$ cat config.mk
export PLATFORM = sky130hd
export DESIGN_NAME = in_ep_ctrl_low
export DESIGN_NICKNAME = d
export VERILOG_FILES = /design/src/hw/in_ep_pkg.sv /design/src/hw/in_ep_ctrl_low.sv
export SDC_FILE = /design/constraint.sdc
export NUM_CORES = 1
export LEC_CHECK = 0
export BUFFER_PORTS_ARGS = -buffer_cell sky130_fd_sc_hd__buf_2
export CORE_UTILIZATION = 50
export CTS_CLUSTER_DIAMETER = 120
export DETAILED_ROUTE_END_ITERATION = 12
export PLACE_DENSITY_LB_ADDON = 0.12
export SYNTH_ARGS = -nofsm -noshare
export SYNTH_HDL_FRONTEND = slang
export SYNTH_SLANG_ARGS = --single-unit
export TNS_END_PERCENT = 10
$ cat constraint.sdc
create_clock -name hclk -period 2.59 [get_ports hclk]
set_clock_uncertainty 0.1 [all_clocks]
set_input_delay 0.259 -clock hclk [delete_from_list [all_inputs] [get_ports hclk]]
set_output_delay 0.259 -clock hclk [all_outputs]
set_load 0.05 [all_outputs]
$ cat src/hw/in_ep_pkg.sv
// Package for the IN endpoint low control and status block.
// Assumes an AHB-Lite slave with 32-bit data and one word per register.
package in_ep_pkg;
  // Printed offsets are not multiples of four, so they are register indices.
  localparam logic [7:0]  CTRL_LOW_IDX   = 8'h11;
  localparam logic [7:0]  CTRL_HIGH_IDX  = 8'h12;
  localparam logic [7:0]  INDEX_IDX      = 8'h0e;
  localparam logic [7:0]  STATUS_IDX     = 8'h20;
  localparam logic [9:0]  CTRL_LOW_ADDR  = {CTRL_LOW_IDX, 2'b00};
  localparam logic [9:0]  CTRL_HIGH_ADDR = {CTRL_HIGH_IDX, 2'b00};
  localparam logic [9:0]  INDEX_ADDR     = {INDEX_IDX, 2'b00};
  localparam logic [9:0]  STATUS_ADDR    = {STATUS_IDX, 2'b00};
  // Field positions in the low control register.
  localparam int B_CLRTOG = 6;
  localparam int B_STSENT = 5;
  localparam int B_STREQ  = 4;
  localparam int B_FLUSH  = 3;
  localparam int B_UNDER  = 2;
  localparam int B_NEMPTY = 1;
  localparam int B_PRDY   = 0;
  // Field positions in the high control register.
  localparam int B_DBUF   = 7;
  localparam int B_ISO    = 6;
  localparam int B_ISO_UPDATE_ENABLE  = 5;
  localparam logic [7:0] LOW_RESET  = 8'h00;
  localparam logic [7:0] HIGH_RESET = 8'h00;
  localparam logic [1:0] EP_FIRST   = 2'h1;
  localparam logic [1:0] SLOTS_MAX  = 2'h2;
  // Handshake answer to an IN token.
  typedef enum logic [1:0] {ANS_NONE, ANS_DATA, ANS_NAK, ANS_STALL} answer_t;
  // Token request from the serial engine.
  typedef struct packed {
    logic       in_tok;
    logic [1:0] ep;
    logic       sof;
    logic       acked;
    logic       load;
  } link_evt_t;
  // Answer to the serial engine.
  typedef struct packed {
    answer_t answer;
    logic    zero_len;
    logic    toggle;
  } link_ans_t;
endpackage

$ cat src/hw/in_ep_ctrl_low.sv
// IN endpoint low control and status logic for endpoints 1 to 3.
// Assumes an AHB-Lite master and a serial engine that delivers one-cycle token events.
//
// The AHB-Lite interface to the registers is this design's own decision.
`timescale 1ns/10ps
module in_ep_ctrl_low
  import in_ep_pkg::*;
#(
  parameter int EP_COUNT = 3
) (
  input  wire logic        hclk,
  input  wire logic        hresetn,
  input  wire logic        hsel,
  input  wire logic [31:0] haddr,
  input  wire logic [1:0]  htrans,
  input  wire logic        hwrite,
  input  wire logic [2:0]  hsize,
  input  wire logic [31:0] hwdata,
  input  wire logic        hready,
  output logic      [31:0] hrdata,
  output logic             hreadyout,
  output logic             hresp,
  input  wire link_evt_t   evt,
  output link_ans_t        ans,
  output logic      [EP_COUNT:1] ep_event
);
  typedef logic [7:0] byte_t;

  // Registers per endpoint and bus state.
  byte_t      low_q   [EP_COUNT:1], low_d   [EP_COUNT:1];
  byte_t      high_q  [EP_COUNT:1], high_d  [EP_COUNT:1];
  logic [1:0] slots_q [EP_COUNT:1], slots_d [EP_COUNT:1];
  logic       tog_q   [EP_COUNT:1], tog_d   [EP_COUNT:1];
  logic       hold_q  [EP_COUNT:1], hold_d  [EP_COUNT:1];
  logic [1:0] index_q, index_d;
  logic       wr_q, wr_d, rd_q, rd_d;
  logic [9:0] addr_q, addr_d;
  logic [31:0] hrdata_d;
  link_ans_t  ans_d;
  logic [EP_COUNT:1] ep_event_d;

  // Number of packet slots an endpoint offers: two with double buffering, else one.
  function automatic logic [1:0] slot_cap(input byte_t h);
    return h[B_DBUF] ? SLOTS_MAX : 2'h1;
  endfunction

  // Readback of the low register: bit 7 and clear_toggle always zero.
  function automatic byte_t low_view(input byte_t r, input logic hold, input logic full);
    byte_t v;
    v = r;
    v[7] = 1'b0;
    v[B_CLRTOG] = 1'b0;
    // Packet-ready reads one while a packet not held for the next frame waits for a slot, or while every slot is taken.
    v[B_PRDY] = (r[B_PRDY] && !hold) || full;
    return v;
  endfunction

  // Address phase capture.
  always_comb begin
    wr_d   = 1'b0;
    rd_d   = 1'b0;
    addr_d = addr_q;
    if (hsel && hready && htrans[1]) begin
      wr_d   = hwrite;
      rd_d   = !hwrite;
      addr_d = haddr[9:0];
    end
  end

  // Register and endpoint next state; stall and underrun flag sets win over firmware clears, clear_toggle wins over an ACK toggle.
  always_comb begin
    logic  wsel;
    byte_t w;
    logic  ready;
    wsel = 1'b0;
    w = hwdata[7:0];
    ready = 1'b0;
    index_d = index_q;
    ans_d = '{answer: ANS_NONE, zero_len: 1'b0, toggle: 1'b0};
    ep_event_d = '0;
    hrdata_d = '0;
    for (int e = 1; e <= EP_COUNT; e++) begin
      low_d[e]   = low_q[e];
      high_d[e]  = high_q[e];
      slots_d[e] = slots_q[e];
      tog_d[e]   = tog_q[e];
      hold_d[e]  = hold_q[e];
    end
    if (wr_q && addr_q == INDEX_ADDR) begin
      index_d = hwdata[1:0];
    end
    for (int e = 1; e <= EP_COUNT; e++) begin
      wsel = wr_q && (index_q == 2'(e));
      if (wsel && addr_q == CTRL_HIGH_ADDR) begin
        high_d[e] = w;
      end
      if (wsel && addr_q == CTRL_LOW_ADDR) begin
        if (w[B_CLRTOG]) begin
          tog_d[e] = 1'b0;
        end
        low_d[e][B_STREQ] = w[B_STREQ];
        if (!w[B_STSENT]) begin
          low_d[e][B_STSENT] = 1'b0;
        end
        if (!w[B_UNDER]) begin
          low_d[e][B_UNDER] = 1'b0;
        end
        if (w[B_FLUSH] && slots_q[e] != 2'h0) begin
          slots_d[e] = slots_q[e] - 2'h1;
          ep_event_d[e] = 1'b1;
        end
        if (w[B_PRDY] && !low_q[e][B_PRDY]) begin
          low_d[e][B_PRDY] = 1'b1;
          hold_d[e] = high_q[e][B_ISO] && high_q[e][B_ISO_UPDATE_ENABLE];
        end
      end
      if (evt.sof) begin
        hold_d[e] = 1'b0;
      end
      // A pending packet-ready moves into a free slot; the readback also shows ready while all slots are full.
      if (low_q[e][B_PRDY] && !hold_q[e] && slots_q[e] < slot_cap(high_q[e])) begin
        slots_d[e] = slots_d[e] + 2'h1;
        low_d[e][B_PRDY] = 1'b0;
      end
      ready = slots_q[e] != 2'h0;
      if (evt.in_tok && evt.ep == 2'(e)) begin
        if (low_q[e][B_STREQ]) begin
          ans_d.answer = ANS_STALL;
          low_d[e][B_STSENT] = 1'b1;
          ep_event_d[e] = 1'b1;
        end else if (ready) begin
          ans_d.answer = ANS_DATA;
          ans_d.toggle = tog_q[e];
          slots_d[e] = slots_d[e] - 2'h1;
          ep_event_d[e] = 1'b1;
        end else if (high_q[e][B_ISO]) begin
          ans_d.answer = ANS_DATA;
          ans_d.zero_len = 1'b1;
          ans_d.toggle = tog_q[e];
          low_d[e][B_UNDER] = 1'b1;
        end else begin
          ans_d.answer = ANS_NAK;
          low_d[e][B_UNDER] = 1'b1;
        end
      end
      if (evt.acked && evt.ep == 2'(e)) begin
        tog_d[e] = !tog_q[e];
      end
      if (wsel && addr_q == CTRL_LOW_ADDR && w[B_CLRTOG]) begin
        tog_d[e] = 1'b0;
      end
      low_d[e][7] = 1'b0;
      low_d[e][B_CLRTOG] = 1'b0;
      low_d[e][B_FLUSH] = 1'b0;
      low_d[e][B_NEMPTY] = slots_d[e] != 2'h0;
    end
    // Read data for the selected endpoint.
    for (int e = 1; e <= EP_COUNT; e++) begin
      if (rd_d && index_q == 2'(e)) begin
        if (addr_d == CTRL_LOW_ADDR) begin
          hrdata_d = {24'h0, low_view(low_q[e], hold_q[e], slots_q[e] >= slot_cap(high_q[e]))};
        end else if (addr_d == CTRL_HIGH_ADDR) begin
          hrdata_d = {24'h0, high_q[e]};
        end
      end
    end
    if (rd_d && addr_d == INDEX_ADDR) begin
      hrdata_d = {30'h0, index_q};
    end
  end

  // State registers.
  always_ff @(posedge hclk or negedge hresetn) begin
    if (!hresetn) begin
      for (int e = 1; e <= EP_COUNT; e++) begin
        low_q[e]   <= LOW_RESET;
        high_q[e]  <= HIGH_RESET;
        slots_q[e] <= 2'h0;
        tog_q[e]   <= 1'b0;
        hold_q[e]  <= 1'b0;
      end
      index_q   <= EP_FIRST;
      wr_q      <= 1'b0;
      rd_q      <= 1'b0;
      addr_q    <= 10'h000;
      hrdata    <= 32'h0000_0000;
      hreadyout <= 1'b1;
      hresp     <= 1'b0;
      ans       <= '{answer: ANS_NONE, zero_len: 1'b0, toggle: 1'b0};
      ep_event  <= '0;
    end else begin
      for (int e = 1; e <= EP_COUNT; e++) begin
        low_q[e]   <= low_d[e];
        high_q[e]  <= high_d[e];
        slots_q[e] <= slots_d[e];
        tog_q[e]   <= tog_d[e];
        hold_q[e]  <= hold_d[e];
      end
      index_q   <= index_d;
      wr_q      <= wr_d;
      rd_q      <= rd_d;
      addr_q    <= addr_d;
      hrdata    <= hrdata_d;
      hreadyout <= 1'b1;
      hresp     <= 1'b0;
      ans       <= ans_d;
      ep_event  <= ep_event_d;
    end
  end

  // Endpoint-independent checks on the answer and on the bus readback.
  a_stall_event: assert property (@(posedge hclk) disable iff (!hresetn)
    (ans.answer == ANS_STALL) |-> (ep_event != '0))
    else $error("stall without endpoint event");
  a_zero_data: assert property (@(posedge hclk) disable iff (!hresetn)
    ans.zero_len |-> (ans.answer == ANS_DATA))
    else $error("zero length flag without a data answer");
  a_read_zero: assert property (@(posedge hclk) disable iff (!hresetn)
    (rd_q && addr_q == CTRL_LOW_ADDR) |-> (hrdata[7] == 1'b0 && hrdata[B_CLRTOG] == 1'b0))
    else $error("unused or clear_toggle bit read as one");

  // Per-endpoint checks, one set for every endpoint; the bench drives only the one endpoint it picks at random.
  for (genvar g = 1; g <= EP_COUNT; g++) begin : g_chk
    // A token on a stalled endpoint is answered with STALL and sets stall_sent_flag.
    a_stall_answer: assert property (@(posedge hclk) disable iff (!hresetn)
      (evt.in_tok && evt.ep == 2'(g) && low_q[g][B_STREQ]) |=> (ans.answer == ANS_STALL && low_q[g][B_STSENT]))
      else $error("stall request not answered with stall");

    // Once the stall request is withdrawn no token is answered with STALL.
    a_stall_resume: assert property (@(posedge hclk) disable iff (!hresetn)
      (evt.in_tok && evt.ep == 2'(g) && !low_q[g][B_STREQ]) |=> (ans.answer != ANS_STALL))
      else $error("stall sent without a stall request");

    // A bulk or interrupt token on an empty FIFO gets NAK and flags underrun.
    a_nak_underrun: assert property (@(posedge hclk) disable iff (!hresetn)
      (evt.in_tok && evt.ep == 2'(g) && !low_q[g][B_STREQ] && slots_q[g] == 2'h0 && !high_q[g][B_ISO])
      |=> (ans.answer == ANS_NAK && low_q[g][B_UNDER]))
      else $error("empty bulk endpoint did not nak with underrun");

    // An isochronous token on an empty FIFO gets a zero-length packet and flags underrun.
    a_iso_zero: assert property (@(posedge hclk) disable iff (!hresetn)
      (evt.in_tok && evt.ep == 2'(g) && !low_q[g][B_STREQ] && slots_q[g] == 2'h0 && high_q[g][B_ISO])
      |=> (ans.zero_len && low_q[g][B_UNDER]))
      else $error("iso underrun did not send zero length");

    // A queued packet goes out as data and raises the endpoint event.
    a_data_send: assert property (@(posedge hclk) disable iff (!hresetn)
      (evt.in_tok && evt.ep == 2'(g) && !low_q[g][B_STREQ] && slots_q[g] != 2'h0)
      |=> (ans.answer == ANS_DATA && !ans.zero_len && ep_event[g]))
      else $error("queued packet not sent with an event");

    // The FIFO-not-empty bit follows the packet count.
    a_not_empty: assert property (@(posedge hclk) disable iff (!hresetn)
      low_q[g][B_NEMPTY] == (slots_q[g] != 2'h0))
      else $error("fifo_not_empty disagrees with fill");

    // The stall and underrun flags hold until firmware writes the low register.
    a_sent_sticky: assert property (@(posedge hclk) disable iff (!hresetn)
      (low_q[g][B_STSENT] && !(wr_q && addr_q == CTRL_LOW_ADDR)) |=> low_q[g][B_STSENT])
      else $error("stall_sent_flag dropped without a write");
    a_underrun_sticky: assert property (@(posedge hclk) disable iff (!hresetn)
      (low_q[g][B_UNDER] && !(wr_q && addr_q == CTRL_LOW_ADDR)) |=> low_q[g][B_UNDER])
      else $error("underrun_flag dropped without a write");

    // Writing zero to stall_sent_flag clears it unless a stall goes out in the same cycle.
    a_flag_clear: assert property (@(posedge hclk) disable iff (!hresetn)
      (wr_q && index_q == 2'(g) && addr_q == CTRL_LOW_ADDR && !hwdata[B_STSENT] && !(evt.in_tok && evt.ep == 2'(g)))
      |=> !low_q[g][B_STSENT])
      else $error("stall_sent_flag not cleared by firmware");

    // Writing clear_toggle leaves the data toggle at zero.
    a_toggle_clear: assert property (@(posedge hclk) disable iff (!hresetn)
      (wr_q && index_q == 2'(g) && addr_q == CTRL_LOW_ADDR && hwdata[B_CLRTOG]) |=> !tog_q[g])
      else $error("data toggle not cleared");

    // Each flush of a non-empty FIFO drops one packet and raises the endpoint event.
    a_flush_drop: assert property (@(posedge hclk) disable iff (!hresetn)
      (wr_q && index_q == 2'(g) && addr_q == CTRL_LOW_ADDR && hwdata[B_FLUSH] && slots_q[g] != 2'h0
       && !low_q[g][B_PRDY] && !(evt.in_tok && evt.ep == 2'(g)))
      |=> (slots_q[g] == $past(slots_q[g]) - 2'h1 && ep_event[g]))
      else $error("flush did not drop exactly one packet");

    // A pending packet-ready that is not held, with a free slot, is queued on the next cycle.
    a_pending_promote: assert property (@(posedge hclk) disable iff (!hresetn)
      (low_q[g][B_PRDY] && !hold_q[g] && slots_q[g] < slot_cap(high_q[g]) && !wr_q)
      |=> (!low_q[g][B_PRDY] && slots_q[g] != 2'h0))
      else $error("pending packet not queued into a free slot");

    // A packet held for the next frame is not queued before start-of-frame.
    a_held_no_move: assert property (@(posedge hclk) disable iff (!hresetn)
      (hold_q[g] && low_q[g][B_PRDY] && !(evt.in_tok && evt.ep == 2'(g)) && !wr_q)
      |=> (slots_q[g] == $past(slots_q[g])))
      else $error("held packet queued before start of frame");
  end
endmodule

==> results of run 1 <==
==> logic make-up (layout without fill, tap and decap cells) <==
| family | count (synthesis) | count (layout) | share of synthesized area |
|---|---|---|---|
| AOI/OAI and AO/OA | 85 | 85 | 0.119 |
| buffers and inverters | 57 | 92 | 0.0699 |
| other | 2 | 26 | 0.00164 |
| muxes | 47 | 47 | 0.111 |
| adders and majority gates | 12 | 12 | 0.0328 |
| DFF | 79 | 79 | 0.432 |
| and+or+nand+nor | 170 | 170 | 0.206 |
| xor gates and xnor gates | 15 | 15 | 0.0287 |
==> placed cells by master, fill, tap and decap left out, types with 4 or more instances in the layout <==
master                     instances
sky130_fd_sc_hd__nand3_1           9
sky130_fd_sc_hd__buf_4            10
sky130_fd_sc_hd__nand2_1          66
sky130_fd_sc_hd__a22oi_1           8
sky130_fd_sc_hd__nand2b_1         14
sky130_fd_sc_hd__conb_1           26
sky130_fd_sc_hd__xnor2_1          13
sky130_fd_sc_hd__mux2i_1          18
sky130_fd_sc_hd__inv_1            20
sky130_fd_sc_hd__dfrtp_1          78
sky130_fd_sc_hd__a211oi_1          6
sky130_fd_sc_hd__nor3b_1           4
sky130_fd_sc_hd__a21oi_1          23
sky130_fd_sc_hd__ha_1             12
sky130_fd_sc_hd__o21ai_0          24
sky130_fd_sc_hd__mux2_2           26
sky130_fd_sc_hd__nor2_1           25
sky130_fd_sc_hd__buf_2            42
sky130_fd_sc_hd__nor3_1            9
sky130_fd_sc_hd__and3_1            6
sky130_fd_sc_hd__clkbuf_8          9
==> metal layers <==
| layer | track usage | up-vias |
|---|---|---|
| li1 | - | 1712 |
| met1 | 0.349 | 1697 |
| met2 | 0.376 | 96 |
| met3 | 0.0374 | 13 |
| met4 | 0.0839 | 0 |
| met5 | 0 | - |
==> metrics by stage <==
stage | power [uW] | setup slack (ns) | hold WS [ns] | instances
4_1_cts | 2880 | 0.0312 | 0.00760 | 634
3_3_place_gp | 1770 | 0.110 | 0.145 | 615
5_1_grt | 3000 | 0.0128 | 0.0109 | 634
6_report | 2870 | 0.0611 | 0.0213 | 634
2_1_floorplan | 1670 | 0.244 | -0.137 | 491
3_5_place_dp | 1780 | 0.109 | 0.147 | 615
==> power by group through the flow <==
stage,Sequential (uW),Combinational (uW),Clock (uW)
finish,1350,411,1100
global route,1360,455,1190
CTS,1350,412,1120
detailed placement,1380,407,0
global placement,1370,399,0
floorplan,1370,301,0
==> layout make-up <==
cell class / instances / area [sq um]
fill: 780 / 3660
multi-input combinational: 355 / 2380
sequential: 79 / 1980
timing repair buffer: 56 / 335
tap: 108 / 135
clock buffer: 11 / 131
clock inverter: 5 / 106
inverter: 20 / 75.1
==> state kept, by name, indices dropped and copies added (netlist names) <==
name	flops
ans	4
hold_q	3
hrdata	8
low_q	15
addr_q	10
tog_q	3
index_q	2
wr_q	1
ep_event	3
slots_q	6
high_q	24
==> what timing repair did <==
item                                   4_1_cts  5_1_grt
resized for setup                            0        1
hold buffers                                 3        0
endpoints found under the hold margin       35        0
setup endpoints to repair                    0        3
==> final timing paths <==
kind | from | end | slack [ns] | cells after the start
max | addr_q[7] | high_q[14] | 0.06 | 5
min | haddr[0] | addr_q[0] | 0.02 | 3
max reg2reg | addr_q[7] | high_q[14] | 0.06 | 5
min reg2reg | addr_q[4] | addr_q[4] | 0.41 | 2
max in group asynchronous | hresetn | high_q[3] | 1.49 | 3
min in group asynchronous | hresetn | addr_q[9] | 0.29 | 2
==> worst register-to-register path: cells and delay by family, from the launching register on <==
kind	cells	cell delay [ns]
flops	1	0.40
mux	1	0.37
buf+inv	1	0.21
simple gates	3	1.34
==> results.sh, run 1 <==
export IMPL_setup_total_negative_slack_ns=0
export IMPL_status="finished, violations left"
export IMPL_synth_cells=467
export IMPL_htreeDepth=3
export IMPL_post_cts_setup_buffers=0
export IMPL_die_height_um=97.7
export IMPL_final_net_count=613
export IMPL_post_synthesis_area_per_instance_sq_um=9.81
export IMPL_grt_first_pass_wirelength_mm=17.8
export IMPL_dr_wl_met3_um=442
export IMPL_worstSetupStartpointType="register"
export IMPL_peak_ir_drop_on_the_vdd_network_mv=0.281
export IMPL_setup_repair_after_global_routing_missed_its_margin="false"
export IMPL_netlist_top_cells_count="78 x sky130_fd_sc_hd__dfrtp_1, 66 x sky130_fd_sc_hd__nand2_1, 26 x sky130_fd_sc_hd__buf_4, 26 x sky130_fd_sc_hd__mux2_2, 25 x sky130_fd_sc_hd__nor2_1"
export IMPL_max_slew_vio_count=0
export IMPL_max_slew_margin_rel=0.580
export IMPL_worstPathMaxFanout=9
export IMPL_insertion_delay_ns=0.35
export IMPL_synth_most_common_cell="sky130_fd_sc_hd__dfrtp_1"
export IMPL_synth_cell_area_sq_um=4580
export IMPL_antenna_diode_count=0
export IMPL_clk_pin_slew_worst_paths_ns=0.09
export IMPL_cts_buf_count=9
export IMPL_power_density_cell_area_nw_per_um2=557
export IMPL_horizontal_die_dimension_um=97.7
export IMPL_dieArea_sq_um=9550
export IMPL_clock_sink_count=79
export IMPL_synthFlopType="sky130_fd_sc_hd__dfrtp_1"
export IMPL_floorplan_initialDensity=0.520
export IMPL_drt_drc_violations_left=18
export IMPL_stdcell_area_sq_um=5140
export IMPL_synthDominantAreaCellType="sky130_fd_sc_hd__dfrtp_1"
export IMPL_ys_seq_area_frac=0.432
export IMPL_place_area_sq_um=4870
export IMPL_synthArstFlopShare=1.00
export IMPL_crit_chain="or4b_4, or4_1, buf_4, nor2_8, mux2_2"
export IMPL_worst_ep_arrival_time_ns=2.67
export IMPL_finalCritPeriodShare=0.976
export IMPL_min_delay_path_class="in -> reg"
export IMPL_synth_edf_count=0
export IMPL_drive_gt1_frac=0.200
export IMPL_totalWireLength_mm=10.6
export IMPL_place_port_buffers=43
export IMPL_post_synth_main_area_contributors="sky130_fd_sc_hd__dfrtp_1 43%, sky130_fd_sc_hd__mux2_2 6.4%, sky130_fd_sc_hd__nand2_1 5.4%"
export IMPL_dp_hpwl_mm=8.03
export IMPL_average_wire_per_standard_cell_um=16.7
export IMPL_post_synth_num_cell_types=61
export IMPL_drt_pass1_iter_count=9
export IMPL_sum_of_overflow_across_all_layers_after_global_routing=0
export IMPL_max_slew_worst_pin_slew_ns=0.627
export IMPL_worstPathBufferInverterCount=1
export IMPL_power_share_switching=0.277
export IMPL_antenna_found_initial=0
export IMPL_cts_buffer_depth=2
export IMPL_postLayoutCoreUtil=0.584
export IMPL_grtUsageTotal=0.243
export IMPL_power_frac_clock=0.385
export IMPL_largest_net_degree_at_the_start_of_global_routing=46
export IMPL_number_of_synthesis_warnings=0
export IMPL_critical_path_top_delay_family="simple AND/OR/NAND/NOR gates"
export IMPL_top_layer_used="met4"
export IMPL_p_comb_frac=0.143
export IMPL_power_report_internal_total_uw=2070
export IMPL_grt_pass1_vias=3360
export IMPL_max_freq_ghz=0.395
export IMPL_synth_top_area_share=0.426
export IMPL_cts_tree="done"
export IMPL_critical_path_max_stage_delay_ns=0.58
export IMPL_power_switching_uw=795
export IMPL_setup_worst_path_class="reg -> reg"
export IMPL_io_pin_count=121
export IMPL_setup_viol=0
export IMPL_p_leak_uw=0.00249
export IMPL_detail_route_iter0_violations=185
export IMPL_failed_checks="design-rule violations"
export IMPL_ant_nets=0
export IMPL_dr_wl_met2_mm=4.85
export IMPL_timing_final_crit_period_ns=2.53
export IMPL_std_cell_rows=34
export IMPL_area_growth_pct=12.2
export IMPL_worst_ep_required_time_ns=2.73
export IMPL_synth_seq_cells=79
export IMPL_seq_power_share=0.471
export IMPL_final_hold_vio_count=0
export IMPL_core_sq_um=8810
export IMPL_cts_root_buf="sky130_fd_sc_hd__clkbuf_8"
export IMPL_max_cap_violations=0
export IMPL_avgViaCountPerCell=5.55
export IMPL_critical_path_capture_point_type="register"
export IMPL_num_vias=3518
export IMPL_wirelength_met1_mm=5.14
export IMPL_gp_congestion=0.853
export IMPL_slowest_stage="sky130_fd_sc_hd__or4b_4"
Power figures use the tool's default switching activity.
==> run 2: changes to the inputs <==
Settings changed: MAX_ROUTING_LAYER set to met4.
==> run 2 against run 1 <==
Compared with the run above:
- the flow still finishes with violations (design-rule violations)
- die area is the same
- utilization is the same
- wire length grew 0.18%
- critical path depth is the same
- global-route usage grew 0.73 points
- maximum frequency shrank 0.32%
- register-to-register slack is essentially flat
- design area is the same
- power grew 0.23%
- clock-buffer cell count is the same
- clock power is essentially flat
- critical endpoint is now high_q[10]
==> results.sh, run 2 (synthesis gave the netlist of run 1 again) <==
export IMPL_crit_chain="or4b_4, or4_1, buf_4, nor2_8, mux2_2"
export IMPL_final_net_count=613
export IMPL_num_vias=3490
export IMPL_core_sq_um=8810
export IMPL_cts_buf_count=9
export IMPL_power_density_cell_area_nw_per_um2=559
export IMPL_seq_power_share=0.470
export IMPL_cts_root_buf="sky130_fd_sc_hd__clkbuf_8"
export IMPL_floorplan_initialDensity=0.520
export IMPL_grtUsageTotal=0.251
export IMPL_detail_route_iter0_violations=178
export IMPL_most_common_cell_after_layout_fill_and_taps_aside="sky130_fd_sc_hd__dfrtp_1"
export IMPL_grt_first_pass_wirelength_mm=17.8
export IMPL_horizontal_die_dimension_um=97.7
export IMPL_dp_hpwl_mm=8.03
export IMPL_largestRegisters="high_q: 24 flops, low_q: 15 flops, addr_q: 10 flops"
export IMPL_post_cts_setup_buffers=0
export IMPL_worst_ep_arrival_time_ns=2.67
export IMPL_status="finished, violations left"
export IMPL_ant_nets=0
export IMPL_final_hold_vio_count=0
export IMPL_power_share_switching=0.279
export IMPL_cts_buffer_depth=2
export IMPL_max_slew_vio_count=0
export IMPL_std_cell_rows=34
export IMPL_slowest_stage="sky130_fd_sc_hd__or4b_4"
export IMPL_critical_path_top_delay_family="simple AND/OR/NAND/NOR gates"
export IMPL_worstSetupStartpointType="register"
export IMPL_setup_total_negative_slack_ns=0
export IMPL_die_height_um=97.7
export IMPL_p_leak_uw=0.00249
export IMPL_worstPathMaxFanout=9
export IMPL_htreeDepth=3
export IMPL_grt_pass1_vias=3357
export IMPL_postLayoutCoreUtil=0.584
export IMPL_failed_checks="design-rule violations"
export IMPL_setup_worst_path_class="reg -> reg"
export IMPL_avgViaCountPerCell=5.50
export IMPL_totalWireLength_mm=10.6
export IMPL_area_growth_pct=12.2
export IMPL_antenna_diode_count=0
export IMPL_leading_cell_types_in_the_layout_fill_and_taps_excluded="78 x sky130_fd_sc_hd__dfrtp_1, 66 x sky130_fd_sc_hd__nand2_1, 42 x sky130_fd_sc_hd__buf_2"
export IMPL_average_wire_per_standard_cell_um=16.8
export IMPL_peak_ir_drop_on_the_vdd_network_mv=0.281
export IMPL_timing_final_crit_period_ns=2.54
export IMPL_drt_drc_violations_left=18
export IMPL_power_switching_uw=801
export IMPL_finalCritPeriodShare=0.980
export IMPL_max_slew_worst_pin_slew_ns=0.627
export IMPL_power_report_internal_total_uw=2070
export IMPL_dieArea_sq_um=9550
export IMPL_critical_path_max_stage_delay_ns=0.58
export IMPL_clk_pin_slew_worst_paths_ns=0.09
export IMPL_place_port_buffers=43
export IMPL_setup_repair_after_global_routing_missed_its_margin="false"
export IMPL_worstPathBufferInverterCount=1
export IMPL_insertion_delay_ns=0.36
export IMPL_largest_net_degree_at_the_start_of_global_routing=46
export IMPL_setup_viol=0
export IMPL_max_flop_register="high_q"
export IMPL_drt_pass1_iter_count=9
export IMPL_gp_congestion=0.866
export IMPL_clock_sink_count=79
export IMPL_worst_ep_required_time_ns=2.73
export IMPL_largest_register_ffs=24
export IMPL_min_delay_path_class="in -> reg"
export IMPL_sum_of_overflow_across_all_layers_after_global_routing=0
export IMPL_drive_gt1_frac=0.200
export IMPL_p_comb_frac=0.143
export IMPL_antenna_found_initial=0
export IMPL_io_pin_count=121
export IMPL_max_freq_ghz=0.394
export IMPL_power_frac_clock=0.387
export IMPL_critical_path_capture_point_type="register"
export IMPL_holdWs_ns=0.0146
export IMPL_max_slew_margin_rel=0.580
export IMPL_cts_tree="done"
export IMPL_max_cap_violations=0
==> run 2: cell counts in the layout (fill, tap and decap cells not counted) <==
Identical to the previous run, type by type.
==> run 2: power groups by stage <==
| stage | sequential, uW | combinational, uW | clock, uW |
|---|---|---|---|
| after floorplan | 1370 | 301 | 0 |
| after global placement | 1370 | 399 | 0 |
| after detailed placement | 1380 | 407 | 0 |
| after CTS | 1350 | 412 | 1120 |
| after global routing | 1360 | 455 | 1180 |
| final | 1350 | 411 | 1110 |
==> run 2: worst register-to-register path: stages (launching register included) <==
cell,delay [ns]
sky130_fd_sc_hd__dfrtp_1,0.40
sky130_fd_sc_hd__or4b_4,0.58
sky130_fd_sc_hd__or4_1,0.55
sky130_fd_sc_hd__buf_4,0.21
sky130_fd_sc_hd__nor2_8,0.22
sky130_fd_sc_hd__mux2_2,0.37
==> run 2: path summary, 6_finish.rpt <==
kind                           start    endpoint  slack (ns)  cells past startpoint
min                         haddr[0]   addr_q[0]        0.01                      3
max                        addr_q[7]  high_q[10]        0.05                      5
max reg2reg                addr_q[7]  high_q[10]        0.05                      5
min in group asynchronous    hresetn   addr_q[9]        0.29                      2
max in group asynchronous    hresetn   high_q[3]        1.49                      3
min reg2reg                addr_q[6]   addr_q[6]        0.41                      2
==> run 2: area by class of cell <==
type	count	area (sq um)
flip-flops and latches	79	1980
clock buffers	11	131
fillers	780	3660
inverters	20	75.1
repair buffers	56	335
clock inverters	5	106
well taps	108	135
multi-input cells	355	2380
==> run 2: per-stage QoR <==
| stage | cell area, sq um | setup slack (ns) | total power (uW) | instances |
|---|---|---|---|---|
| floorplan | 4670 | 0.244 | 1670 | 491 |
| global placement | 4870 | 0.110 | 1770 | 615 |
| detailed placement | 4870 | 0.109 | 1780 | 615 |
| CTS | 5130 | 0.0312 | 2880 | 634 |
| global route | 5140 | 0.0129 | 3000 | 634 |
| finish | 5140 | 0.0529 | 2870 | 634 |
==> run 2: repair_timing <==
item / in CTS / in global routing
resized for setup: 0 / 1
hold endpoints to repair: 35 / 0
hold buffers: 3 / 0
endpoints found under the setup margin: 0 / 3
==> run 2: per-layer routing <==
| metal | global-route usage | vias up | wire length [um] |
|---|---|---|---|
| met5 | - | - | 0 |
| met4 | 0.0909 | 0 | 199 |
| met3 | 0.0309 | 15 | 430 |
| met2 | 0.378 | 97 | 4860 |
| met1 | 0.349 | 1672 | 5140 |
| li1 | - | 1706 | - |
==> run 3: changes to the inputs <==
Settings changed: ABC_AREA set to 1.
==> run 3 against run 2 <==
Compared with the run above:
- the run now ends clean
- design area down 2.7%
- synthesized area fell by 2.1%
- die area shrank 2.0%
- worst setup slack gained 0.48 ns
- non-clock buffer count shrank 3
- worst hold slack better by 0.013 ns
- flip-flop and latch count stayed put
==> results.sh, run 3 <==
export IMPL_status="completed"
export IMPL_die_height_um=96.7
export IMPL_cts_buf_count=9
export IMPL_cts_root_buf="sky130_fd_sc_hd__clkbuf_8"
export IMPL_p_leak_uw=0.00278
export IMPL_totalWireLength_mm=10.3
export IMPL_place_inst=726
export IMPL_power_total_uw=3070
export IMPL_max_freq_ghz=0.487
export IMPL_synth_cell_area_sq_um=4490
export IMPL_power_density_cell_area_nw_per_um2=613
export IMPL_min_delay_path_depth=2
export IMPL_average_wire_per_standard_cell_um=13.8
export IMPL_postLayoutSetupSlackWorst_ns=0.537
export IMPL_num_vias=3795
export IMPL_r2r_worst_path_cells=12
export IMPL_sum_of_overflow_across_all_layers_after_global_routing=0
export IMPL_antenna_diode_count=0
export IMPL_worst_ep_arrival_time_ns=2.23
export IMPL_post_synth_main_area_contributors="sky130_fd_sc_hd__dfrtp_1 44%, sky130_fd_sc_hd__nand2_1 11%, sky130_fd_sc_hd__inv_1 7.9%"
export IMPL_ant_nets=0
export IMPL_place_area_sq_um=4790
export IMPL_synth_edf_count=0
export IMPL_most_common_cell_after_layout_fill_and_taps_aside="sky130_fd_sc_hd__nand2_1"
export IMPL_post_synth_num_cell_types=48
export IMPL_peak_ir_drop_on_the_vdd_network_mv=0.269
export IMPL_drt_pass1_iter_count=4
export IMPL_post_layout_nonfiller_instances=743
export IMPL_worstPathMaxFanout=5
export IMPL_insertion_delay_ns=0.36
export IMPL_avgViaCountPerCell=5.11
export IMPL_leading_cell_types_in_the_layout_fill_and_taps_excluded="137 x sky130_fd_sc_hd__nand2_1, 94 x sky130_fd_sc_hd__inv_1, 78 x sky130_fd_sc_hd__dfrtp_1"
export IMPL_max_cap_violations=0
export IMPL_synth_seq_cells=79
export IMPL_setup_repair_after_global_routing_missed_its_margin="false"
export IMPL_clk_pin_slew_worst_paths_ns=0.09
export IMPL_critical_path_max_stage_delay_ns=0.40
export IMPL_largest_net_degree_at_the_start_of_global_routing=69
export IMPL_dp_hpwl_mm=7.89
export IMPL_gp_congestion=0.832
export IMPL_setup_viol=0
export IMPL_drive_gt1_frac=0.139
export IMPL_drt_drc_violations_left=0
export IMPL_netlist_top_cells_count="137 x sky130_fd_sc_hd__nand2_1, 94 x sky130_fd_sc_hd__inv_1, 78 x sky130_fd_sc_hd__dfrtp_1, 49 x sky130_fd_sc_hd__o21ai_0, 46 x sky130_fd_sc_hd__nand3_1"
export IMPL_timing_final_crit_period_ns=2.05
export IMPL_max_slew_worst_pin_slew_ns=0.697
export IMPL_final_net_count=722
export IMPL_worstSetupStartpointType="register"
export IMPL_setup_worst_path_class="reg -> reg"
export IMPL_htreeDepth=3
export IMPL_crit_chain="inv_1, ha_1, inv_1, nand2_1, xor2_1, inv_1, nand2_1, o21ai_0, nand2_1, nand2_1, or2_2, nand3_1"
export IMPL_cts_resized=0
export IMPL_largestRegisters="high_q: 24 flops, low_q: 15 flops, addr_q: 10 flops"
export IMPL_ys_seq_area_frac=0.441
export IMPL_post_synthesis_area_per_instance_sq_um=7.84
export IMPL_grtUsageTotal=0.243
export IMPL_antenna_found_initial=0
export IMPL_grt_pass1_vias=3543
export IMPL_final_hold_vio_count=0
export IMPL_number_of_synthesis_warnings=0
export IMPL_horizontal_die_dimension_um=96.7
export IMPL_synthDominantAreaCellType="sky130_fd_sc_hd__dfrtp_1"
export IMPL_stdcell_area_sq_um=5000
export IMPL_post_cts_setup_buffers=0
export IMPL_grt_first_pass_wirelength_mm=17.4
export IMPL_area_growth_pct=11.5
export IMPL_largest_register_ffs=24
export IMPL_critical_path_capture_point_type="register"
export IMPL_max_slew_margin_rel=0.531
export IMPL_place_port_buffers=43
export IMPL_dieArea_sq_um=9360
export IMPL_io_pin_count=121
export IMPL_core_sq_um=8720
export IMPL_max_slew_vio_count=0
export IMPL_detail_route_iter0_violations=231
export IMPL_synthFlopType="sky130_fd_sc_hd__dfrtp_1"
export IMPL_setup_total_negative_slack_ns=0
export IMPL_std_cell_rows=34
export IMPL_floorplan_initialDensity=0.514
export IMPL_max_flop_register="high_q"
export IMPL_slowest_stage="sky130_fd_sc_hd__dfrtp_1"
export IMPL_cts_tree="done"
export IMPL_clock_sink_count=79
export IMPL_worst_ep_required_time_ns=2.77
export IMPL_post_cts_hold_buffer_count=1
export IMPL_synth_top_area_share=0.435
export IMPL_cts_buffer_depth=2
export IMPL_min_delay_path_class="in -> reg"
export IMPL_worst_path_most_repeated_cell="sky130_fd_sc_hd__nand2_1"
export IMPL_synth_most_common_cell="sky130_fd_sc_hd__nand2_1"
export IMPL_filler_cell_count=830
export IMPL_detailedPlace_worstSlack_ns=0.486
export IMPL_synth_cells=572
export IMPL_synthArstFlopShare=1.00
export IMPL_finalCritPeriodShare=0.793
[run 3: path summary, 6_finish.rpt]
path	slack, ns	from	end
min reg2reg	0.39	high_q[17]	high_q[17]
min	0.03	evt[2]	hold_q[2]
max reg2reg	0.54	slots_q[4]	low_q[17]
min in group asynchronous	0.19	hresetn	addr_q[9]
max	0.54	slots_q[4]	low_q[17]
max in group asynchronous	1.60	hresetn	hold_q[0]
[run 3: layout make-up]
| cell class | count | area (sq um) | share of cell area |
|---|---|---|---|
| Timing Repair Buffer | 53 | 308 | 0.0615 |
| Inverter | 98 | 369 | 0.0738 |
| Clock buffer | 12 | 145 | 0.0290 |
| Sequential cell | 79 | 1980 | 0.396 |
| Tap cell | 108 | 135 | 0.0270 |
| Multi-Input combinational cell | 389 | 2010 | 0.402 |
| Clock inverter | 4 | 53.8 | 0.0108 |
[run 3: cell families (layout without fill, tap and decap cells)]
group	count (synthesis)	in the layout	synth area share
multiplexers	2	2	0.00474
other	2	26	0.00167
XOR/XNOR	5	5	0.00976
AND/OR/NAND/NOR	244	244	0.250
adder cells (fa/ha/maj)	12	12	0.0335
AO/OA/AOI/OAI	100	100	0.129
flip-flops	79	79	0.441
buffers and inverters	128	167	0.131
[run 3: where the power goes]
group	switching [uW]	internal, uW
Clock	461	476
Sequential	66.3	1340
Combinational	498	228
Total	1030	2040
[run 3: critical path: cells and delay by family, from the launching register on]
kind / cells / cell delay, ns
fa+ha+maj: 1 / 0.22
xor+xnor: 1 / 0.15
compound gates: 1 / 0.10
simple gates: 6 / 0.73
buf+inv: 3 / 0.28
flops: 1 / 0.40
[run 3: layer usage]
metal / global-route usage / up-vias / share of wire / wire (um)
li1: - / 1912 / - / -
met4: 0.0608 / 0 / 0.0093 / 96
met3: 0.0434 / 8 / 0.051 / 524
met5: - / - / 0 / 0
met1: 0.332 / 1765 / 0.47 / 4820
met2: 0.378 / 110 / 0.47 / 4850
[run 3: metrics by stage]
stage	utilization	hold WS, ns
CTS	0.573	0.0180
floorplan	-	-0.137
finish	0.573	0.0273
detailed placement	0.549	0.0139
global placement	0.549	0.0125
global route	0.573	0.0133
